--- src/hw/calpin_pkg.sv ---
package calpin_pkg;

   // Register byte offsets
   localparam logic [3:0] OFS_CTRL = 4'h0;
   localparam logic [3:0] OFS_RANGE = 4'h4;
   localparam logic [3:0] OFS_STATUS = 4'h8;
   localparam logic [3:0] OFS_CAL_COUNT = 4'hC;

   // Control register fields
   localparam int CTRL_TUNE_BIT = 0;
   localparam int CTRL_EXT_BIT = 1;
   localparam int CTRL_DES_EN_BIT = 2;
   localparam int CTRL_DES_Q_BIT = 3;
   localparam int CTRL_WIDTH = 3;
   localparam logic [2:0] CTRL_RESET = 3'h0;

   // Status register fields
   localparam int STAT_TUNING_BIT = 0;
   localparam int STAT_DONE_BIT = 1;
   localparam int STAT_SKIPPED_BIT = 2;
   localparam int STAT_SLEEP_BIT = 3;
   localparam int STAT_PDN_BIT = 4;
   localparam int STAT_DES_BIT = 5;
   localparam int STAT_DES_Q_BIT = 6;
   localparam int STAT_STATE_LSB = 8;

   // Full-scale range in millivolts peak-to-peak
   localparam int FSR_WIDTH = 10;
   localparam logic [9:0] FSR_LOW_MV = 10'h258;
   localparam logic [9:0] FSR_HIGH_MV = 10'h320;
   localparam logic [9:0] FSR_MIN_MV = 10'h230;
   localparam logic [9:0] FSR_MAX_MV = 10'h348;
   localparam logic [9:0] RANGE_RESET = 10'h320;

   // Cycle counts
   localparam logic [7:0] QUAL_CYCLES = 8'h0A;
   localparam logic [1:0] SETTLE_CYCLES = 2'h3;
   localparam int DELAY_WIDTH = 24;
   localparam logic [23:0] SHORT_DELAY_DEF = 24'h00_0400;
   localparam logic [23:0] LONG_DELAY_DEF = 24'h01_0000;
   localparam logic [23:0] CAL_CYCLES_DEF = 24'h00_0400;
   localparam int CAL_COUNT_WIDTH = 16;

   typedef enum logic [1:0] {
      ST_SETTLE = 2'b00,
      ST_DELAY = 2'b01,
      ST_IDLE = 2'b10,
      ST_CAL = 2'b11
   } cal_state_t;

   // Control pins as they arrive from the board
   typedef struct packed {
      logic tune;
      logic wait_sel;
      logic wait_float;
      logic sleep;
      logic range_sel;
      logic edge_sel;
      logic drive_sel;
      logic clk_present;
   } pins_t;

   localparam int PIN_COUNT = 8;

   // Converter input routing
   typedef struct packed {
      logic i_pair_en;
      logic q_pair_en;
      logic q_conv_from_i;
      logic i_conv_from_q;
      logic q_conv_falling;
      logic demux_4to1;
   } route_t;

endpackage : calpin_pkg

--- src/hw/tune_qualifier.sv ---
`timescale 1ns/1ps
`default_nettype none

module tune_qualifier
   import calpin_pkg::*;
#(
   parameter logic [7:0] QUAL = QUAL_CYCLES
) (
   input wire logic clk,
   input wire logic rst,
   input wire logic ce,
   input wire logic clear,
   input wire logic level,
   output logic fire
);

   logic [7:0] low_cnt_ff;
   logic [7:0] high_cnt_ff;
   logic fire_ff;
   logic armed;

   assign armed = (low_cnt_ff == QUAL);
   assign fire = fire_ff;

   // Low phase, then high phase; a short phase starts over
   always_ff @(posedge clk or posedge rst) begin
      if (rst) begin
         low_cnt_ff <= 8'h00;
         high_cnt_ff <= 8'h00;
         fire_ff <= 1'b0;
      end else if (ce) begin
         fire_ff <= 1'b0;
         if (clear) begin
            low_cnt_ff <= 8'h00;
            high_cnt_ff <= 8'h00;
         end else if (!level) begin
            high_cnt_ff <= 8'h00;
            if (high_cnt_ff != 8'h00) begin
               low_cnt_ff <= 8'h01;
            end else if (!armed) begin
               low_cnt_ff <= low_cnt_ff + 8'h01;
            end
         end else if (!armed) begin
            low_cnt_ff <= 8'h00;
         end else if (high_cnt_ff == QUAL - 8'h01) begin
            // Tenth high cycle: request accepted, low phase consumed
            fire_ff <= 1'b1;
            low_cnt_ff <= 8'h00;
            high_cnt_ff <= 8'h00;
         end else begin
            high_cnt_ff <= high_cnt_ff + 8'h01;
         end
      end
   end

endmodule : tune_qualifier

`default_nettype wire

--- src/hw/adc_cal_pin_ctrl.sv ---
`timescale 1ns/1ps
`default_nettype none

module adc_cal_pin_ctrl
   import calpin_pkg::*;
#(
   parameter logic [23:0] SHORT_DELAY = SHORT_DELAY_DEF,
   parameter logic [23:0] LONG_DELAY = LONG_DELAY_DEF,
   parameter logic [23:0] CAL_CYCLES = CAL_CYCLES_DEF
) (
   input wire logic clk,
   input wire logic rst,
   input wire logic ce,
   input wire logic [3:0] address,
   input wire logic read,
   input wire logic write,
   input wire logic [31:0] writedata,
   input wire logic [3:0] byteenable,
   output logic [31:0] readdata,
   output logic waitrequest,
   input wire logic tune_request_pin,
   input wire logic startup_wait_select,
   input wire logic startup_wait_float,
   input wire logic sleep_pin,
   input wire logic input_range_select,
   input wire logic output_edge_select,
   input wire logic drive_level_select,
   input wire logic clk_present,
   output logic tuning_in_progress,
   output logic analog_power_down,
   output logic [9:0] fsr_mv,
   output logic data_on_rising_edge,
   output logic drive_strong,
   output route_t route
);

   pins_t pins_raw;
   logic [PIN_COUNT-1:0] sync1_ff;
   logic [PIN_COUNT-1:0] sync2_ff;
   pins_t pin;

   cal_state_t state_ff;
   cal_state_t nxt_state;
   logic [1:0] settle_cnt_ff;
   logic [23:0] delay_cnt_ff;
   logic [23:0] cal_cnt_ff;
   logic [23:0] delay_target;
   logic delay_done;
   logic cal_done;
   logic skipped_ff;
   logic done_ff;
   logic [15:0] cal_count_ff;

   logic [2:0] ctrl_ff;
   logic [9:0] range_ff;
   logic [9:0] nxt_range;
   logic sw_tune_ff;
   logic ack_ff;
   logic [31:0] readdata_ff;
   logic [31:0] nxt_readdata;
   logic bus_req;
   logic wr_take;

   logic ext_mode;
   logic asleep;
   logic pin_fire;
   logic tune_go;
   logic des_on;
   logic des_q;

   logic tuning_ff;
   logic pdn_ff;
   logic [9:0] fsr_ff;
   logic rising_ff;
   logic strong_ff;
   route_t route_ff;

   assign pins_raw = '{
      tune: tune_request_pin,
      wait_sel: startup_wait_select,
      wait_float: startup_wait_float,
      sleep: sleep_pin,
      range_sel: input_range_select,
      edge_sel: output_edge_select,
      drive_sel: drive_level_select,
      clk_present: clk_present
   };

   // Two-flop synchronisers, one per pin
   genvar gi;
   generate
      for (gi = 0; gi < PIN_COUNT; gi++) begin : g_sync
         always_ff @(posedge clk or posedge rst) begin
            if (rst) begin
               sync1_ff[gi] <= 1'b0;
               sync2_ff[gi] <= 1'b0;
            end else if (ce) begin
               sync1_ff[gi] <= pins_raw[gi];
               sync2_ff[gi] <= sync1_ff[gi];
            end
         end
      end
   endgenerate

   assign pin = pins_t'(sync2_ff);

   // Mode decode
   assign ext_mode = ctrl_ff[CTRL_EXT_BIT - 1];
   // Sleep waits for a running calibration to finish
   assign asleep = pin.sleep && (state_ff != ST_CAL);
   // Floating pin selects dual edge in normal mode only
   assign des_on = ext_mode ? ctrl_ff[CTRL_DES_EN_BIT - 1] : pin.wait_float;
   assign des_q = ext_mode && ctrl_ff[CTRL_DES_Q_BIT - 1];

   // Request qualifier on the sample clock
   tune_qualifier #(
      .QUAL(QUAL_CYCLES)
   ) u_qual (
      .clk(clk),
      .rst(rst),
      .ce(ce),
      .clear(asleep),
      .level(pin.tune),
      .fire(pin_fire)
   );

   // Software requests obey the same power-down gating as the pin
   assign tune_go = (pin_fire || sw_tune_ff) && !asleep;

   // Delay length; extended mode and dual edge force the short one
   always_comb begin
      if (ext_mode || pin.wait_float) begin
         delay_target = SHORT_DELAY;
      end else if (pin.wait_sel) begin
         delay_target = LONG_DELAY;
      end else begin
         delay_target = SHORT_DELAY;
      end
   end

   assign delay_done = (delay_cnt_ff >= delay_target - 24'h00_0001);
   assign cal_done = (cal_cnt_ff == CAL_CYCLES - 24'h00_0001);

   // Sequencer next state
   always_comb begin
      nxt_state = state_ff;
      case (state_ff)
         ST_SETTLE: begin
            if (settle_cnt_ff == SETTLE_CYCLES) begin
               // Pin high at power-up: no automatic calibration
               nxt_state = pin.tune ? ST_IDLE : ST_DELAY;
            end
         end
         ST_DELAY: begin
            if (tune_go) begin
               nxt_state = ST_CAL;
            end else if (!pin.sleep && pin.clk_present && delay_done) begin
               nxt_state = ST_CAL;
            end
         end
         ST_IDLE: begin
            if (tune_go) begin
               nxt_state = ST_CAL;
            end
         end
         ST_CAL: begin
            if (cal_done && pin.clk_present) begin
               nxt_state = ST_IDLE;
            end
         end
         default: begin
            nxt_state = ST_SETTLE;
         end
      endcase
   end

   // State register
   always_ff @(posedge clk or posedge rst) begin
      if (rst) begin
         state_ff <= ST_SETTLE;
      end else if (ce) begin
         state_ff <= nxt_state;
      end
   end

   // Let the synchronisers fill before the strap is judged
   always_ff @(posedge clk or posedge rst) begin
      if (rst) begin
         settle_cnt_ff <= 2'h0;
      end else if (ce && state_ff == ST_SETTLE) begin
         settle_cnt_ff <= settle_cnt_ff + 2'h1;
      end
   end

   // Power-on delay counter; frozen by sleep or a missing clock
   always_ff @(posedge clk or posedge rst) begin
      if (rst) begin
         delay_cnt_ff <= 24'h00_0000;
      end else if (ce && state_ff == ST_DELAY) begin
         if (!pin.sleep && pin.clk_present && !delay_done) begin
            delay_cnt_ff <= delay_cnt_ff + 24'h00_0001;
         end
      end
   end

   // Calibration length counter; advances only with a live clock
   always_ff @(posedge clk or posedge rst) begin
      if (rst) begin
         cal_cnt_ff <= 24'h00_0000;
      end else if (ce) begin
         if (state_ff != ST_CAL) begin
            cal_cnt_ff <= 24'h00_0000;
         end else if (pin.clk_present && !cal_done) begin
            cal_cnt_ff <= cal_cnt_ff + 24'h00_0001;
         end
      end
   end

   // Calibration history for software
   always_ff @(posedge clk or posedge rst) begin
      if (rst) begin
         skipped_ff <= 1'b0;
         done_ff <= 1'b0;
         cal_count_ff <= 16'h0000;
      end else if (ce) begin
         if (state_ff == ST_SETTLE && nxt_state == ST_IDLE) begin
            skipped_ff <= 1'b1;
         end
         if (state_ff == ST_CAL && nxt_state == ST_IDLE) begin
            done_ff <= 1'b1;
            skipped_ff <= 1'b0;
            cal_count_ff <= cal_count_ff + 16'h0001;
         end
      end
   end

   // Status outputs, registered
   always_ff @(posedge clk or posedge rst) begin
      if (rst) begin
         tuning_ff <= 1'b0;
         pdn_ff <= 1'b0;
      end else if (ce) begin
         tuning_ff <= (nxt_state == ST_CAL);
         // Waiting logic without a clock keeps the analog side down
         pdn_ff <= asleep || (!pin.clk_present && state_ff != ST_IDLE);
      end
   end

   // Range, edge and drive selection
   always_ff @(posedge clk or posedge rst) begin
      if (rst) begin
         fsr_ff <= FSR_HIGH_MV;
         rising_ff <= 1'b0;
         strong_ff <= 1'b0;
      end else if (ce) begin
         fsr_ff <= ext_mode ? range_ff : (pin.range_sel ? FSR_HIGH_MV : FSR_LOW_MV);
         rising_ff <= pin.edge_sel;
         strong_ff <= pin.drive_sel;
      end
   end

   // Converter routing for dual edge sampling
   always_ff @(posedge clk or posedge rst) begin
      if (rst) begin
         route_ff <= '0;
      end else if (ce) begin
         route_ff.i_pair_en <= !des_on || !des_q;
         route_ff.q_pair_en <= !des_on || des_q;
         route_ff.q_conv_from_i <= des_on && !des_q;
         route_ff.i_conv_from_q <= des_on && des_q;
         route_ff.q_conv_falling <= des_on;
         route_ff.demux_4to1 <= des_on;
      end
   end

   assign tuning_in_progress = tuning_ff;
   assign analog_power_down = pdn_ff;
   assign fsr_mv = fsr_ff;
   assign data_on_rising_edge = rising_ff;
   assign drive_strong = strong_ff;
   assign route = route_ff;

   // Avalon slave: one wait cycle, then answer
   assign bus_req = (read || write) && !(read && write);
   assign waitrequest = bus_req && !(ack_ff && ce); // Frozen enable keeps the master waiting
   assign wr_take = write && !read && ack_ff;

   always_ff @(posedge clk or posedge rst) begin
      if (rst) begin
         ack_ff <= 1'b0;
      end else if (ce) begin
         ack_ff <= bus_req && !ack_ff;
      end
   end

   // Range writes clamp into the legal extended span
   always_comb begin
      nxt_range = range_ff;
      if (byteenable[0]) begin
         nxt_range[7:0] = writedata[7:0];
      end
      if (byteenable[1]) begin
         nxt_range[9:8] = writedata[9:8];
      end
      if (nxt_range < FSR_MIN_MV) begin
         nxt_range = FSR_MIN_MV;
      end else if (nxt_range > FSR_MAX_MV) begin
         nxt_range = FSR_MAX_MV;
      end
   end

   // Register writes; the tune bit is a self-clearing strobe
   always_ff @(posedge clk or posedge rst) begin
      if (rst) begin
         ctrl_ff <= CTRL_RESET;
         range_ff <= RANGE_RESET;
         sw_tune_ff <= 1'b0;
      end else if (ce) begin
         sw_tune_ff <= 1'b0;
         if (wr_take && address == OFS_CTRL && byteenable[0]) begin
            ctrl_ff <= writedata[CTRL_DES_Q_BIT:CTRL_EXT_BIT];
            sw_tune_ff <= writedata[CTRL_TUNE_BIT];
         end else if (wr_take && address == OFS_RANGE) begin
            range_ff <= nxt_range;
         end
      end
   end

   // Read mux; unmapped offsets read zero
   always_comb begin
      nxt_readdata = 32'h0000_0000;
      if (address == OFS_CTRL) begin
         nxt_readdata[CTRL_DES_Q_BIT:CTRL_EXT_BIT] = ctrl_ff;
      end else if (address == OFS_RANGE) begin
         nxt_readdata[FSR_WIDTH-1:0] = fsr_ff;
      end else if (address == OFS_STATUS) begin
         nxt_readdata[STAT_TUNING_BIT] = tuning_ff;
         nxt_readdata[STAT_DONE_BIT] = done_ff;
         nxt_readdata[STAT_SKIPPED_BIT] = skipped_ff;
         nxt_readdata[STAT_SLEEP_BIT] = asleep;
         nxt_readdata[STAT_PDN_BIT] = pdn_ff;
         nxt_readdata[STAT_DES_BIT] = route_ff.demux_4to1;
         nxt_readdata[STAT_DES_Q_BIT] = route_ff.i_conv_from_q;
         nxt_readdata[STAT_STATE_LSB +: 2] = state_ff;
      end else if (address == OFS_CAL_COUNT) begin
         nxt_readdata[CAL_COUNT_WIDTH-1:0] = cal_count_ff;
      end
   end

   // Read data captured in the wait cycle, stands at the answer edge
   always_ff @(posedge clk or posedge rst) begin
      if (rst) begin
         readdata_ff <= 32'h0000_0000;
      end else if (ce && read && !write && !ack_ff) begin
         readdata_ff <= nxt_readdata;
      end
   end

   assign readdata = readdata_ff;

endmodule : adc_cal_pin_ctrl

`default_nettype wire

--- config.mk ---
export PLATFORM = sky130hd
export DESIGN_NAME = adc_cal_pin_ctrl
export DESIGN_NICKNAME = d
export VERILOG_FILES = /design/src/hw/calpin_pkg.sv /design/src/hw/tune_qualifier.sv /design/src/hw/adc_cal_pin_ctrl.sv
export SDC_FILE = /design/constraint.sdc
export NUM_CORES = 1
export LEC_CHECK = 0
export BUFFER_PORTS_ARGS = -buffer_cell sky130_fd_sc_hd__buf_2
export CORE_ASPECT_RATIO = 0.5
export CORE_UTILIZATION = 62
export DETAILED_ROUTE_END_ITERATION = 8
export PLACE_DENSITY = 0.9
export SYNTH_ARGS = -nofsm -noshare
export SYNTH_HDL_FRONTEND = slang
export SYNTH_SLANG_ARGS = --single-unit
--- constraint.sdc ---
create_clock -name clk -period 8.4 [get_ports clk]
set_clock_uncertainty 0.1 [all_clocks]
set_input_delay 1.26 -clock clk [delete_from_list [all_inputs] [get_ports clk]]
set_output_delay 1.26 -clock clk [all_outputs]
set_load 0.05 [all_outputs]
==> impl_metrics.toml <==
[worst_setup_path]
critPathKind = "input port to flop"
path_buf_inv = 3
path_delay_family = "buffers and inverters"
path_max_fanout = 52
path_cells = "buf_2 -> buf_4 -> inv_1 -> a21oi_1 -> o21ai_1 -> nor4_1 -> xor2_1"
slowest_delay_ps = 570
crit_path_top_delay_cell = "nor4_1"
worstPathRequired_ps = 8590
critPathArrivalTime_ps = 3740
critPathLaunchType = "input port"
crit_path_end_kind = "flop"

[clocking]
cts.clk_slew.worst_paths_ps = 60
cts_tree = "yes"
cts_buffers = 17
post-cts-setup-buffer-count = 0
cts-resized-gates = 0
root_buffer = "clkbuf_16"
hold_buffers = 0
cts_max_path_buffers = 2
cts.sinks = 153
htreeDepth = 4
clk_latency_ps = 440

[sta]
fin_crit_sh = 0.423
finalHoldViolations = 0
slew_headroom = 0.207
hold_ws_ps = 283
max_freq_mhz = 282
rsz0062_at_grt = "false"
setup_viol = 0
slew_violations = 0
min_period_ps = 3550
finalSetupTns_ps = 0
tightest_slew_ps = 1170

[run]
max_cap_viol_count = 0

[finish]
antennaDiodeCount = 0
final_cell_mix = "dfrtp_1, buf_2, nand2_1"
syn_to_final_growth_pct = 11.9
nets = 869
drive_above_1_share = 0.185
layout_commonest_cell = "dfrtp_1"

[global_routing]
grt_pass1_vias = 5870
grt_pass1_wl_mm = 28.9
grt_usage = 0.290
grt_start_max_net_pins = 94
antenna_found_initial = 0
grt_overflow = 0

[power]
ir_drop_mv = 0.152
leakage_nw = 3.89
power_density_mw_per_mm2 = 230

[floorplan]
core-area_mm2 = 0.0119
die-area_mm2 = 0.0128
initial_utilization = 0.641
rows = 28
ios = 106
die_h_um = 80.5
die_w_um = 159

[drt]
met1Wirelength_mm = 7.83
first_pass_iters = 5
remaining_drc_errors = 0
wl_mm = 18.1
met2_wirelength_mm = 8.40
top_layer = "met4"
wl_per_cell_um = 18.5
via_count = 6313
route.met3.wl_mm = 1.16
drt_iter0_drc = 554
ant_nets = 0
viasPerCell = 6.46

[yosys]
synth.cell_area_mm2 = 0.00764
async_reset_ff_frac = 1.00
synth_area_leaders = "dfrtp_1, mux2_2, a21oi_1, ha_1, nand2_1"
synth-seq-cells = 153
synth_area_leader_cell = "dfrtp_1"
ys.flop_type = "dfrtp_1"
ys_seq_area_frac = 0.502
synth_top_cell_area_share = 0.481
yosys_warnings = 0
synth_cell_types = 61
synth_area_per_cell_um2 = 10.2
synth_edf_count = 0
syn_inst = 751

[place]
gp_congestion = 0.854
io_buffers = 65
hpwl_mm = 11.6

[min_path]
holdCritPathClass = "flop to flop"

[outcome]
outcome = "finished, final reports clean"
## cell usage after synthesis, types with 3 or more instances
cell type,count
and4_1,7
clkbuf_1,30
nand3_1,31
mux2_2,29
dfstp_2,6
o21ai_0,34
and2_1,4
or2_2,4
nand2b_1,6
o22ai_1,6
ha_1,16
nand4_1,22
a2bb2oi_1,3
o2bb2ai_1,5
xnor2_1,15
nor4_1,13
mux2i_1,9
nor4b_1,5
nor3_1,17
inv_1,26
nor2_1,48
a22o_1,14
buf_1,4
a31oi_1,6
o22a_1,3
nor2b_1,5
or4_1,8
or3_1,12
o31ai_1,15
o21a_1,5
dfrtp_1,147
o211ai_1,7
xor2_1,19
nand2_1,53
buf_4,17
and3_1,18
a21oi_1,47
## power by group
part	leakage [nW]	internal, mW	switching [mW]
Sequential	2.02	0.798	0.0672
Clock	0.259	0.392	0.331
Combinational	1.62	0.117	0.260
Total	3.89	1.31	0.658
## worst paths after layout
| kind | start | to | slack [ps] | cells after the start |
|---|---|---|---|---|
| min | delay_cnt_ff[18] | delay_cnt_ff[18] | 280 | 0 |
| max | ce | cal_count_ff[15] | 4850 | 7 |
| min in group asynchronous | rst | sync1_ff[7] | 880 | 2 |
| max in group asynchronous | rst | ack_ff | 6060 | 3 |
| max reg2reg | ctrl_ff[0] | delay_cnt_ff[1] | 5410 | 8 |
| min reg2reg | delay_cnt_ff[18] | delay_cnt_ff[18] | 280 | 0 |
## layer usage
metal  vias up  track usage
li1       2826            -
met4         0        0.160
met2       297        0.454
met1      3112        0.383
met3        78       0.0599
met5         -            0
## layout make-up
| class | count | area [µm²] |
|---|---|---|
| Fill cell | 773 | 3360 |
| Clock inverter | 14 | 118 |
| Inverter | 26 | 103 |
| Clock buffer | 18 | 439 |
| Multi-Input combinational cell | 534 | 3500 |
| Tap cell | 165 | 206 |
| Timing Repair Buffer | 68 | 348 |
| Sequential cell | 153 | 3840 |
## cells by family after synthesis
| group | count (synthesis) | share of synthesized area |
|---|---|---|
| other cells | 1 | 0.000491 |
| fa+ha+maj | 16 | 0.0262 |
| simple gates | 263 | 0.184 |
| mux | 40 | 0.0604 |
| xor+xnor | 34 | 0.0390 |
| compound gates | 165 | 0.140 |
| flops | 153 | 0.502 |
| buf+inv | 79 | 0.0475 |
## sequential cells by signal, indices dropped and copies added, names as in the netlist, 2 cells and up
signal              count
cal_cnt_ff             24
cal_count_ff           16
ctrl_ff                 3
delay_cnt_ff           24
fsr_mv                 10
pin                     8
range_ff               10
readdata               16
route                   5
settle_cnt_ff           2
state_ff                2
sync1_ff                8
u_qual.high_cnt_ff      8
u_qual.low_cnt_ff       8
## through the flow
stage	std cells	utilization	setup WS, ps	total power, mW	instance area, µm²
2_1_floorplan	766	-	2930	1.15	7700
3_3_place_gp	946	0.671	4650	1.22	7990
3_5_place_dp	946	0.671	4500	1.24	7990
4_1_cts	978	0.718	4850	1.96	8550
5_1_grt	978	0.718	4730	2.03	8550
6_report	978	0.718	4850	1.96	8550
## worst register-to-register path, stage by stage (launching register included)
cell and delay [ps]:
dfrtp_1 580, nor2_1 170, nand2_1 200, ha_1 410, nand4_1 160, nor4_1 650, nor4_2 120, buf_4 230
mux2_2 280
(Power assumes the default switching activity.)
